File: config.mk
export PLATFORM = sky130hd
export DESIGN_NAME = software_upset_guard
export DESIGN_NICKNAME = d
export VERILOG_FILES = /design/src/hdl/wdog_pkg.sv /design/src/hdl/software_upset_guard.sv
export SDC_FILE = /design/constraint.sdc
export NUM_CORES = 1
export LEC_CHECK = 0
export ABC_AREA = 1
export BUFFER_PORTS_ARGS = -buffer_cell sky130_fd_sc_hd__buf_4
export CORE_MARGIN = 2
export CORE_UTILIZATION = 51
export DETAILED_ROUTE_END_ITERATION = 6
export HOLD_SLACK_MARGIN = 0.15
export PLACE_DENSITY = 0.74
export SYNTH_ARGS = -nofsm -noshare
export SYNTH_HDL_FRONTEND = slang
export SYNTH_SLANG_ARGS = --single-unit
File: constraint.sdc
create_clock -name clk -period 3.4 [get_ports clk]
set_input_delay 0.17 -clock clk [delete_from_list [all_inputs] [get_ports clk]]
set_output_delay 0.17 -clock clk [all_outputs]
set_load 0.01 [all_outputs]
File: src/hdl/wdog_pkg.sv
/*
  Constants for the one-time-enabled watchdog: special-function addresses,
  service bytes, counter widths, timing figures and state encodings.
  Assumes a single oscillator clock that is also the block's clock.
*/
package wdog_pkg;

  // ------------------------------------------------------------------
  // Special-function register map
  // ------------------------------------------------------------------
  localparam logic [7:0] SERVICE_ADDR   = 8'ha6;  // Write-only service
  localparam logic [7:0] AUX_CTRL_ADDR  = 8'h8e;  // Auxiliary control
  localparam int         IDLE_HALT_BIT  = 4;      // Idle-halt select
  localparam logic       IDLE_HALT_RST  = 1'h0;   // Counts in idle

  // ------------------------------------------------------------------
  // Service sequence bytes
  // ------------------------------------------------------------------
  localparam logic [7:0] SERVICE_FIRST  = 8'h1e;
  localparam logic [7:0] SERVICE_SECOND = 8'he1;

  // ------------------------------------------------------------------
  // Counter and timing
  // ------------------------------------------------------------------
  localparam int          DOG_WIDTH     = 13;
  localparam logic [12:0] DOG_TOP       = 13'h1fff;
  localparam logic [12:0] DOG_ZERO      = 13'h0000;
  localparam int          OSC_PER_MC    = 12;     // Oscillator periods
  localparam logic [3:0]  MC_LAST       = 4'(OSC_PER_MC - 1);
  localparam logic [3:0]  MC_ZERO       = 4'h0;
  localparam int          OSC_PERIOD_NS = 40;     // 25 MHz oscillator
  localparam int          PULSE_OSC     = 96;     // Reset pulse length
  localparam int          PULSE_NS      = PULSE_OSC * OSC_PERIOD_NS;
  localparam int          PULSE_CYC     = PULSE_NS / OSC_PERIOD_NS;
  localparam logic [6:0]  PULSE_LAST    = 7'(PULSE_CYC - 1);
  localparam logic [6:0]  PULSE_ZERO    = 7'h00;

  // ------------------------------------------------------------------
  // State encodings (Gray along off -> run -> pulse)
  // ------------------------------------------------------------------
  typedef enum logic [1:0] {
    DOG_OFF   = 2'h0,
    DOG_RUN   = 2'h1,
    DOG_PULSE = 2'h3
  } dog_state_e;

  typedef enum logic {
    SEQ_WAIT_FIRST  = 1'h0,
    SEQ_WAIT_SECOND = 1'h1
  } seq_state_e;

endpackage : wdog_pkg

File: src/hdl/software_upset_guard.sv
/*
  One-time-enabled watchdog with reset-out, as seen from inside the
  microcontroller's special-function register bus.
  Assumes clk is the oscillator itself; power_down high means the
  oscillator is stopped, so the block stops counting, holds any reset pulse and blocks arming while it is high.
  The special-function bus gives a one-cycle write or read strobe with
  an address and data, synchronous to clk.
*/

module software_upset_guard
  import wdog_pkg::*;
(
  input  wire logic       clk,
  input  wire logic       resetn,
  input  wire logic [7:0] sfr_addr,
  input  wire logic [7:0] sfr_wdata,
  input  wire logic       sfr_we,
  input  wire logic       sfr_re,
  input  wire logic       power_down,
  input  wire logic       idle_mode,
  input  wire logic       wake_int_n,
  output logic [7:0]      sfr_rdata,
  output logic            sfr_rvalid,
  output logic            rst_pin_out,
  output logic            rst_pin_oe,
  output logic            dog_enabled
);

  // ------------------------------------------------------------------
  // State
  // ------------------------------------------------------------------
  dog_state_e                 state;
  dog_state_e                 next_state;
  seq_state_e                 seq;
  seq_state_e                 next_seq;
  logic [DOG_WIDTH-1:0]       count;
  logic [DOG_WIDTH-1:0]       next_count;
  logic [3:0]                 prescale;
  logic [3:0]                 next_prescale;
  logic [6:0]                 pulse_cnt;
  logic [6:0]                 next_pulse_cnt;
  logic                       idle_halt_select;
  logic                       next_idle_halt_select;
  logic                       wake_hold;
  logic                       next_wake_hold;
  logic [7:0]                 next_sfr_rdata;
  logic                       next_sfr_rvalid;
  logic                       next_rst_pin;
  logic                       next_dog_enabled;

  logic                       svc_write;
  logic                       svc_done;
  logic                       mc_tick;
  logic                       count_ok;

  // Auxiliary control image as software reads it back
  function automatic logic [7:0] aux_image(input logic halt);
    logic [7:0] img;
    img                = 8'h00;
    img[IDLE_HALT_BIT] = halt;
    return img;
  endfunction : aux_image

  // ------------------------------------------------------------------
  // Service sequence detector
  // ------------------------------------------------------------------
  assign svc_write = sfr_we && (sfr_addr == SERVICE_ADDR);

  // Pair completes only on second byte as the next service-address write after first byte
  always_comb begin
    next_seq = seq;
    svc_done = 1'b0;
    if (svc_write) begin
      case (seq)
        SEQ_WAIT_FIRST: begin
          if (sfr_wdata == SERVICE_FIRST) begin
            next_seq = SEQ_WAIT_SECOND;
          end
        end
        SEQ_WAIT_SECOND: begin
          if (sfr_wdata == SERVICE_SECOND) begin
            svc_done = 1'b1;
            next_seq = SEQ_WAIT_FIRST;
          end else if (sfr_wdata == SERVICE_FIRST) begin
            next_seq = SEQ_WAIT_SECOND;  // Fresh first byte
          end else begin
            next_seq = SEQ_WAIT_FIRST;
          end
        end
        default: begin
          next_seq = SEQ_WAIT_FIRST;
        end
      endcase
    end
  end

  // ------------------------------------------------------------------
  // Register access: auxiliary control and read-back
  // ------------------------------------------------------------------
  always_comb begin
    next_idle_halt_select = idle_halt_select;
    next_sfr_rdata        = 8'h00;
    next_sfr_rvalid       = 1'b0;
    if (sfr_we && (sfr_addr == AUX_CTRL_ADDR)) begin
      next_idle_halt_select = sfr_wdata[IDLE_HALT_BIT];
    end
    if (sfr_re) begin
      next_sfr_rvalid = 1'b1;
      if (sfr_addr == AUX_CTRL_ADDR) begin
        next_sfr_rdata = aux_image(idle_halt_select);
      end else begin
        next_sfr_rdata = 8'h00;
      end
    end
  end

  // ------------------------------------------------------------------
  // Machine-cycle divider and wake-up hold
  // ------------------------------------------------------------------
  always_comb begin
    next_prescale  = prescale;
    mc_tick        = 1'b0;
    next_wake_hold = wake_hold;
    if (power_down) begin
      next_wake_hold = 1'b1;
    end else begin
      if (wake_int_n) begin
        next_wake_hold = 1'b0;
      end
      if (prescale == MC_LAST) begin
        next_prescale = MC_ZERO;
        mc_tick       = 1'b1;
      end else begin
        next_prescale = prescale + 4'h1;
      end
    end
  end

  // Counting allowed: running, oscillator on, not held, idle permits
  assign count_ok = mc_tick && !wake_hold
                 && !(idle_mode && idle_halt_select);

  // ------------------------------------------------------------------
  // Watchdog state, counter and reset-out pulse
  // ------------------------------------------------------------------
  always_comb begin
    next_state       = state;
    next_count       = count;
    next_pulse_cnt   = pulse_cnt;
    next_rst_pin     = 1'b0;
    next_dog_enabled = 1'b0;
    case (state)
      DOG_OFF: begin
        if (svc_done && !power_down) begin
          next_state       = DOG_RUN;
          next_count       = DOG_ZERO;
          next_dog_enabled = 1'b1;
        end
      end
      DOG_RUN: begin
        next_dog_enabled = 1'b1;
        if (svc_done) begin
          next_count = DOG_ZERO;
        end else if (count_ok) begin
          if (count == DOG_TOP) begin
            next_state       = DOG_PULSE;
            next_pulse_cnt   = PULSE_ZERO;
            next_rst_pin     = 1'b1;
            next_dog_enabled = 1'b0;
          end else begin
            next_count = count + 13'h0001;
          end
        end
      end
      DOG_PULSE: begin
        if (!power_down) begin
          if (pulse_cnt == PULSE_LAST) begin
            next_state = DOG_OFF;
            next_count = DOG_ZERO;
          end else begin
            next_pulse_cnt = pulse_cnt + 7'h01;
            next_rst_pin   = 1'b1;
          end
        end else begin
          next_rst_pin = 1'b1;
        end
      end
      default: begin
        next_state = DOG_OFF;
      end
    endcase
  end

  // ------------------------------------------------------------------
  // Registers
  // ------------------------------------------------------------------
  always_ff @(posedge clk or negedge resetn) begin
    if (!resetn) begin
      state            <= DOG_OFF;
      seq              <= SEQ_WAIT_FIRST;
      count            <= DOG_ZERO;
      prescale         <= MC_ZERO;
      pulse_cnt        <= PULSE_ZERO;
      idle_halt_select <= IDLE_HALT_RST;
      wake_hold        <= 1'b0;
      sfr_rdata        <= 8'h00;
      sfr_rvalid       <= 1'b0;
      rst_pin_out      <= 1'b0;
      rst_pin_oe       <= 1'b0;
      dog_enabled      <= 1'b0;
    end else begin
      state            <= next_state;
      seq              <= next_seq;
      count            <= next_count;
      prescale         <= next_prescale;
      pulse_cnt        <= next_pulse_cnt;
      idle_halt_select <= next_idle_halt_select;
      wake_hold        <= next_wake_hold;
      sfr_rdata        <= next_sfr_rdata;
      sfr_rvalid       <= next_sfr_rvalid;
      rst_pin_out      <= next_rst_pin;
      rst_pin_oe       <= next_rst_pin;
      dog_enabled      <= next_dog_enabled;
    end
  end

endmodule : software_upset_guard

==> results.cfg, run 1 <==
[grt]
grt_pass1_wl_mm = 7.77
grt_start_max_net_pins = 34
grt_overflow_total = 0
grt_pass1_vias = 1839
grt_use_total_pct = 19.6
antenna_found_initial = 0

[setup_path]
critPathSlowestCell = dlygate4sd3_1
r2r-end = count[12]
critical_path_arrival_ps = 2090
required_ps = 3620
crit_top_cell = nand3_1
max_stage_delay_ps = 540
crit_path_end_kind = flip-flop
cp-startpoint = sfr_wdata[4]
critPathMaxFanout = 13
worstSetupStartpointType = input port
worstSetupPathType = in2reg
r2r_slack_ps = 1560
r2r_start = pulse_cnt[0]
crit_chain = dlygate4sd3_1 -> buf_4 -> nor2_1 -> nand3_1 -> nor2_2 -> nand3_1 -> a21boi_4 -> nand3_1 -> nand2_1
reg2reg_depth = 8

[yosys]
synth.area.top_cells = dfrtp_1 (37%), nand2_1 (15%), nor2_1 (6.2%), nand3_2 (5.4%), nand3_1 (4.2%)
syn_area_um2 = 2240
synth_edf_count = 0
ys_ff_latch = 33
synth_common_cells = nand2_1 (92), nor2_1 (37), dfrtp_1 (33)
yosysSeqAreaShare_pct = 36.9
synth_cells = 296
synth_top_area_share_pct = 36.9
synthFlopType = dfrtp_1
synth_area_leader_cell = dfrtp_1
yosysWarnings = 0
async_reset_ff_share_pct = 100
synth_cell_types = 31
yosysMostFrequentCell = nand2_1
synth_area_per_cell_um2 = 7.57

[cts]
cts_buffers = 5
cts_root_buf = clkbuf_8
clock_path_buffers = 2
cts_sinks = 33
cts_tree = done
worstSkewPairLatency_ps = 280
postCtsSetupRepairBufs = 0
ctsHtreeMaxLevel = 2
path_clk_slew_ps = 60
cts_resized = 0

[layout]
drive_gt1_share_pct = 22.0
nets = 354
antenna_cells = 0
design_area_um2 = 2540
area_growth_pct = 13.4

[sta]
finalHoldViolCount = 0
worst_slack_ps = 1520
setup-violations-final = 0
rsz0062_at_grt = no
max-slew-margin-rel_pct = 65.2
skew_ps = 8.24
fmax_ghz = 0.533
finalCritPeriodShare_pct = 55.2
setup_tns_ps = 0
slew_viol_final = 0
final.min_clock_period_ps = 1880
worstMarginPinSlew_ps = 521

[route]
drc_errors = 0
drt.antenna.violating_nets = 0
route.vias.total = 1934
wl_per_cell_um = 11.2
drt_first_pass_iters = 4
initialDrtViolationCount = 87
routed_wl_mm = 4.26
viasPerCell = 5.10

[die]
die-area_um2 = 4940
coreArea_um2 = 4290
rows = 24
die_w_um = 70.3
start_util_pct = 52.2
io_pins = 35
die_y_um = 70.3

[place]
place_area_um2 = 2420
pre_cts_ws_ps = 1590
gp_congestion = 0.831
hpwl_mm = 3.19
portBuffers = 27

[worst_hold_path]
min_path_type = in2reg
min-delay-start = sfr_wdata[5]
hold_path_end = seq
whs_path_depth = 3

[power_and_ir_drop]
comb_power_share_pct = 12.4
p_clk_share_pct = 33.8
power_switching_share_pct = 25.5
p_int_w = 0.000594
p_seq_share_pct = 53.8
p_leak_nw = 1.24
p_sw_w = 0.000204
ir_drop_mv = 0.163
power.density_nw_per_um2 = 314

[job]
cap_violations = 0

[status]
status = finished clean
## area by class of cell
type	count	area, µm²
fill	396	1750
multi-input combinational	228	1220
sequential	33	826
timing repair buffer	32	253
inverter	28	105
clock buffer	5	68.8
tap	52	65.1
clock inverter	1	5.00
## per-stage QoR
| step | util [%] | total power, W | instances | hold slack, ps |
|---|---|---|---|---|
| after floorplan | - | 0.000495 | 302 | -126 |
| after global placement | 56.3 | 0.000528 | 368 | 136 |
| after detailed placement | 56.3 | 0.000532 | 368 | 147 |
| after CTS | 59.1 | 0.000808 | 379 | 159 |
| after global routing | 59.1 | 0.000842 | 379 | 176 |
| final | 59.1 | 0.000798 | 379 | 164 |
## registers in the layout (all words and copies together) (netlist names)
signal            count
count                13
dog_enabled           1
idle_halt_select      1
prescale              4
pulse_cnt             7
rst_pin_oe            1
seq                   1
sfr_rdata             1
sfr_rvalid            1
state                 2
wake_hold             1
## kinds of logic after synthesis
logic type | count (synthesis) | share of synthesized area [%]
compound gates | 16 | 4.75
xor+xnor | 6 | 2.35
fa+ha+maj | 3 | 1.68
buf+inv | 41 | 9.78
flops | 33 | 36.9
other cells | 1 | 0.167
simple gates | 196 | 44.4
## repair_timing
action	CTS	global route
endpoints found under the hold margin	38	0
hold buffers	5	0
endpoints found under the setup margin	0	0
## power groups by stage
| stage | sequential [W] | combinational (W) | clock [W] |
|---|---|---|---|
| after floorplan | 0.000435 | 0.0000606 | 0 |
| after global placement | 0.000436 | 0.0000911 | 0 |
| after detailed placement | 0.000437 | 0.0000952 | 0 |
| after CTS | 0.000429 | 0.000100 | 0.000278 |
| after global routing | 0.000433 | 0.000114 | 0.000294 |
| final | 0.000429 | 0.0000987 | 0.000270 |
## critical path: cells and delay by family
family	cells	cell delay [ps]
AO/OA/AOI/OAI	1	490
buffers and inverters	2	690
AND/OR/NAND/NOR	6	740
## cells in the final DEF, fill, tap and decap left out
master | synthesis | routed
nand3_2 | 12 | 12
a21boi_4 | 1 | 1
nand4_1 | 7 | 7
inv_1 | 20 | 20
nand3_4 | 3 | 3
conb_1 | 1 | 7
nor3_2 | 1 | 1
o21ai_0 | 5 | 5
nor4_1 | 1 | 1
xor2_1 | 3 | 3
buf_4 | 8 | 27
dlygate4sd3_1 | 0 | 5
nor2_4 | 3 | 3
ha_1 | 3 | 3
nor3_1 | 4 | 4
nand2_1 | 92 | 92
o31ai_1 | 3 | 3
nor2_1 | 37 | 37
nor2_2 | 6 | 6
clkinv_2 | 0 | 1
nand2_2 | 4 | 4
nand3_1 | 19 | 19
a21oi_1 | 5 | 5
nand4_4 | 1 | 1
nor3b_1 | 3 | 3
nand3b_1 | 3 | 3
a21o_1 | 2 | 2
inv_2 | 8 | 8
dfrtp_1 | 33 | 33
xnor2_1 | 3 | 3
clkbuf_8 | 0 | 5
## worst max-delay path by stage
stage / end / slack, ps / cells past startpoint
5_1_grt: count[9] / 1360 / 10
6_report: count[12] / 1520 / 9
3_5_place_dp: count[12] / 1590 / 8
4_1_cts: count[12] / 1550 / 10
2_1_floorplan: count[5] / 1910 / 9
3_3_place_gp: count[10] / 1670 / 8
## metal layers
metal,share of wire (%),GRT usage (%),routed length (µm),up-vias
met5,0,0,0,-
met4,1.8,7.91,78,0
met3,4.0,4.76,169,10
met2,48,32.5,2030,43
met1,47,24.4,1980,886
li1,-,-,-,995
Power figures use the tool's default switching activity.
==> run 2: changes to the inputs <==
ABC_AREA = 0   (was 1)
PLACE_DENSITY = 0.75   (was 0.74)
clock period = 1.9 ns   (was 3.4 ns; I/O delays follow)
==> run 2 against run 1 <==
  * Global-route usage rose by 1.1 points
  * Sequential power grew 86%
  * Critical endpoint is now count[11]
  * Die area decreased by 15%
  * First-iteration DRC count fell by 47%
  * Largest cell class unchanged
  * Design area down 8.1%
  * Hold slack got worse by 5.7 ps
  * Synthesized cell count shrank 35%
  * Clock power up 98%
  * Utilization is 5.6 points higher
  * Setup slack worse by 1400 ps
  * Clock skew is 3.1 ps lower
  * Wire length is 8.3% lower
==> results.cfg, run 2 <==
[status]
status = finished clean

[yosys]
synth_cell_types = 50
syn_area_um2 = 1900
yosysSeqAreaShare_pct = 43.6
synth_cells = 191
synth-simple-area-share_pct = 24.7
synth.area.top_cells = dfrtp_1 (44%), a31oi_1 (5.6%), nand2_1 (3.4%), buf_4 (3.2%), mux2_2 (3.0%)
yosys.area_share.adder_pct = 1.98
synth_area_per_cell_um2 = 9.92
async_reset_ff_share_pct = 100
synth-compound-area-share_pct = 18.4
ys_ff_latch = 33
synth.area.mux_share_pct = 5.08
synth_xor_area_share_pct = 0.462
synthFlopType = dfrtp_1
synth_top_area_share_pct = 43.6
synth_area_leader_cell = dfrtp_1
synth_edf_count = 0
yosysWarnings = 0
synth_top_family_by_area = simple AND/OR/NAND/NOR gates
yosysMostFrequentCell = dfrtp_1
synth_common_cells = dfrtp_1 (33), a31oi_1 (17), nand2_1 (17)

[setup_path]
worstSetupPathType = reg2reg
worstSetupStartpointType = flip-flop
max_stage_delay_ps = 400
critPathMaxFanout = 13
crit_path_end_kind = flip-flop
critPathSlowestCell = dfrtp_1
critical_path_arrival_ps = 1970
crit_chain = ha_1 -> and4bb_2 -> nand2_1 -> a21o_1 -> a211oi_4 -> buf_6 -> o221ai_1
required_ps = 2050

[layout]
mostFrequentLayoutCell = buf_4
antenna_cells = 0
top_regs = count x13, pulse_cnt x7, prescale x4
top_register = count
most-common-layout-cells = buf_4 (35), dfrtp_1 (33), nand2_1 (17), a31oi_1 (17), nor2_1 (11)
nets = 260
largest_reg_flops = 13
area_growth_pct = 23.2
drive_gt1_share_pct = 26.9
fillers = 312

[grt]
grt_use_total_pct = 20.7
antenna_found_initial = 0
grt_pass1_vias = 1531
grt_pass1_wl_mm = 6.81
grt_start_max_net_pins = 34
grt_overflow_total = 0

[place]
portBuffers = 27
gp_congestion = 0.784
pre_cts_ws_ps = 46.4
hpwl_mm = 2.72

[cts]
cts_tree = done
worstSkewPairLatency_ps = 290
path_clk_slew_ps = 60
clock_path_buffers = 2
cts_buffers = 5
cts_sinks = 33
cts_root_buf = clkbuf_8
ctsHtreeMaxLevel = 2

[route]
routed_wl_mm = 3.90
wl_per_cell_um = 13.8
drt.antenna.violating_nets = 0
route.vias.total = 1579
initialDrtViolationCount = 46
drc_errors = 0
viasPerCell = 5.60
drt_first_pass_iters = 4

[sta]
worst_slack_ps = 83.3
slew_viol_final = 0
skew_ps = 5.12
fmax_ghz = 0.550
finalCritPeriodShare_pct = 95.6
finalHoldViolCount = 0
final.min_clock_period_ps = 1820
hold_slack_ps = 159
rsz0062_at_grt = yes
setup-violations-final = 0

[die]
die_w_um = 65.0
start_util_pct = 52.6
rows = 22
io_pins = 35
coreArea_um2 = 3610
die_y_um = 65.0
die-area_um2 = 4220

[power_and_ir_drop]
p_seq_share_pct = 51.4
ir_drop_mv = 0.459
p_sw_w = 0.000395
p_leak_nw = 1.01
power.density_nw_per_um2 = 666
comb_power_share_pct = 14.2
power_switching_share_pct = 25.4
p_clk_share_pct = 34.4
p_int_w = 0.00116
total_power_w = 0.00155

[job]
cap_violations = 0

[worst_hold_path]
min_path_type = in2reg
run 2: cells by family (layout without fill, tap and decap cells):
family                   after synthesis  after routing
AO/OA/AOI/OAI                         50             50
XOR/XNOR                               1              1
adder cells (fa/ha/maj)                3              3
buffers and inverters                 18             55
flip-flops                            33             33
multiplexers                           9              9
other                                  1              7
AND/OR/NAND/NOR                       76             76
run 2: path summary, 6_finish.rpt:
| check | depth (start not counted) | slack (ps) | from | to |
|---|---|---|---|---|
| max | 7 | 80 | prescale[0] | count[11] |
| min reg2reg | 1 | 520 | count[5] | count[5] |
| min | 3 | 160 | sfr_addr[5] | sfr_rdata[4] |
| min in group asynchronous | 2 | 290 | resetn | prescale[3] |
| max in group asynchronous | 2 | 1310 | resetn | pulse_cnt[3] |
| max reg2reg | 7 | 80 | prescale[0] | count[11] |
run 2: layout make-up:
class	count	area (µm²)	share of cell area, %
multi-input combinational	146	1010	43.1
sequential	33	826	35.4
timing repair buffer	42	334	14.3
clock buffer	7	86.3	3.70
tap	48	60.1	2.57
inverter	6	22.5	0.965
run 2: critical path, delay by kind of cell (launching register included):
family                     cells  cell delay, ps
adders and majority gates      1             190
and+or+nand+nor                2             360
buffers and inverters          1             190
AOI/OAI and AO/OA              3             540
DFF                            1             400
run 2: metrics by stage:
stage                     area [µm²]  util, %  setup TNS (ps)  std cells
after floorplan                 1920        -               0        197
after global placement          2150     59.6               0        267
after detailed placement        2150     59.6               0        267
after CTS                       2300     63.7               0        280
after global routing            2330     64.7            -116        282
final                           2330     64.7               0        282
run 2: what timing repair did:
item | CTS | global route
gates resized for setup | 0 | 5
setup endpoints to repair | 0 | 15
hold endpoints to repair | 37 | 0
setup buffers | 0 | 2
hold buffers | 6 | 0
run 2: power by group through the flow:
stage / logic, W / registers [W] / clock network, W
2_1_floorplan: 0.000141 / 0.000801 / 0
3_3_place_gp: 0.000206 / 0.000809 / 0
3_5_place_dp: 0.000209 / 0.000812 / 0
4_1_cts: 0.000221 / 0.000799 / 0.000550
5_1_grt: 0.000258 / 0.000805 / 0.000578
6_report: 0.000220 / 0.000799 / 0.000535
run 2: layer usage:
layer | wire [µm] | global-route usage (%) | up-vias | part of all wire, %
met4 | 51 | 7.18 | 0 | 1.3
met3 | 128 | 3.82 | 5 | 3.3
li1 | - | - | 776 | -
met2 | 1940 | 35.8 | 24 | 50
met1 | 1780 | 25.8 | 774 | 46
met5 | 0 | 0 | - | 0
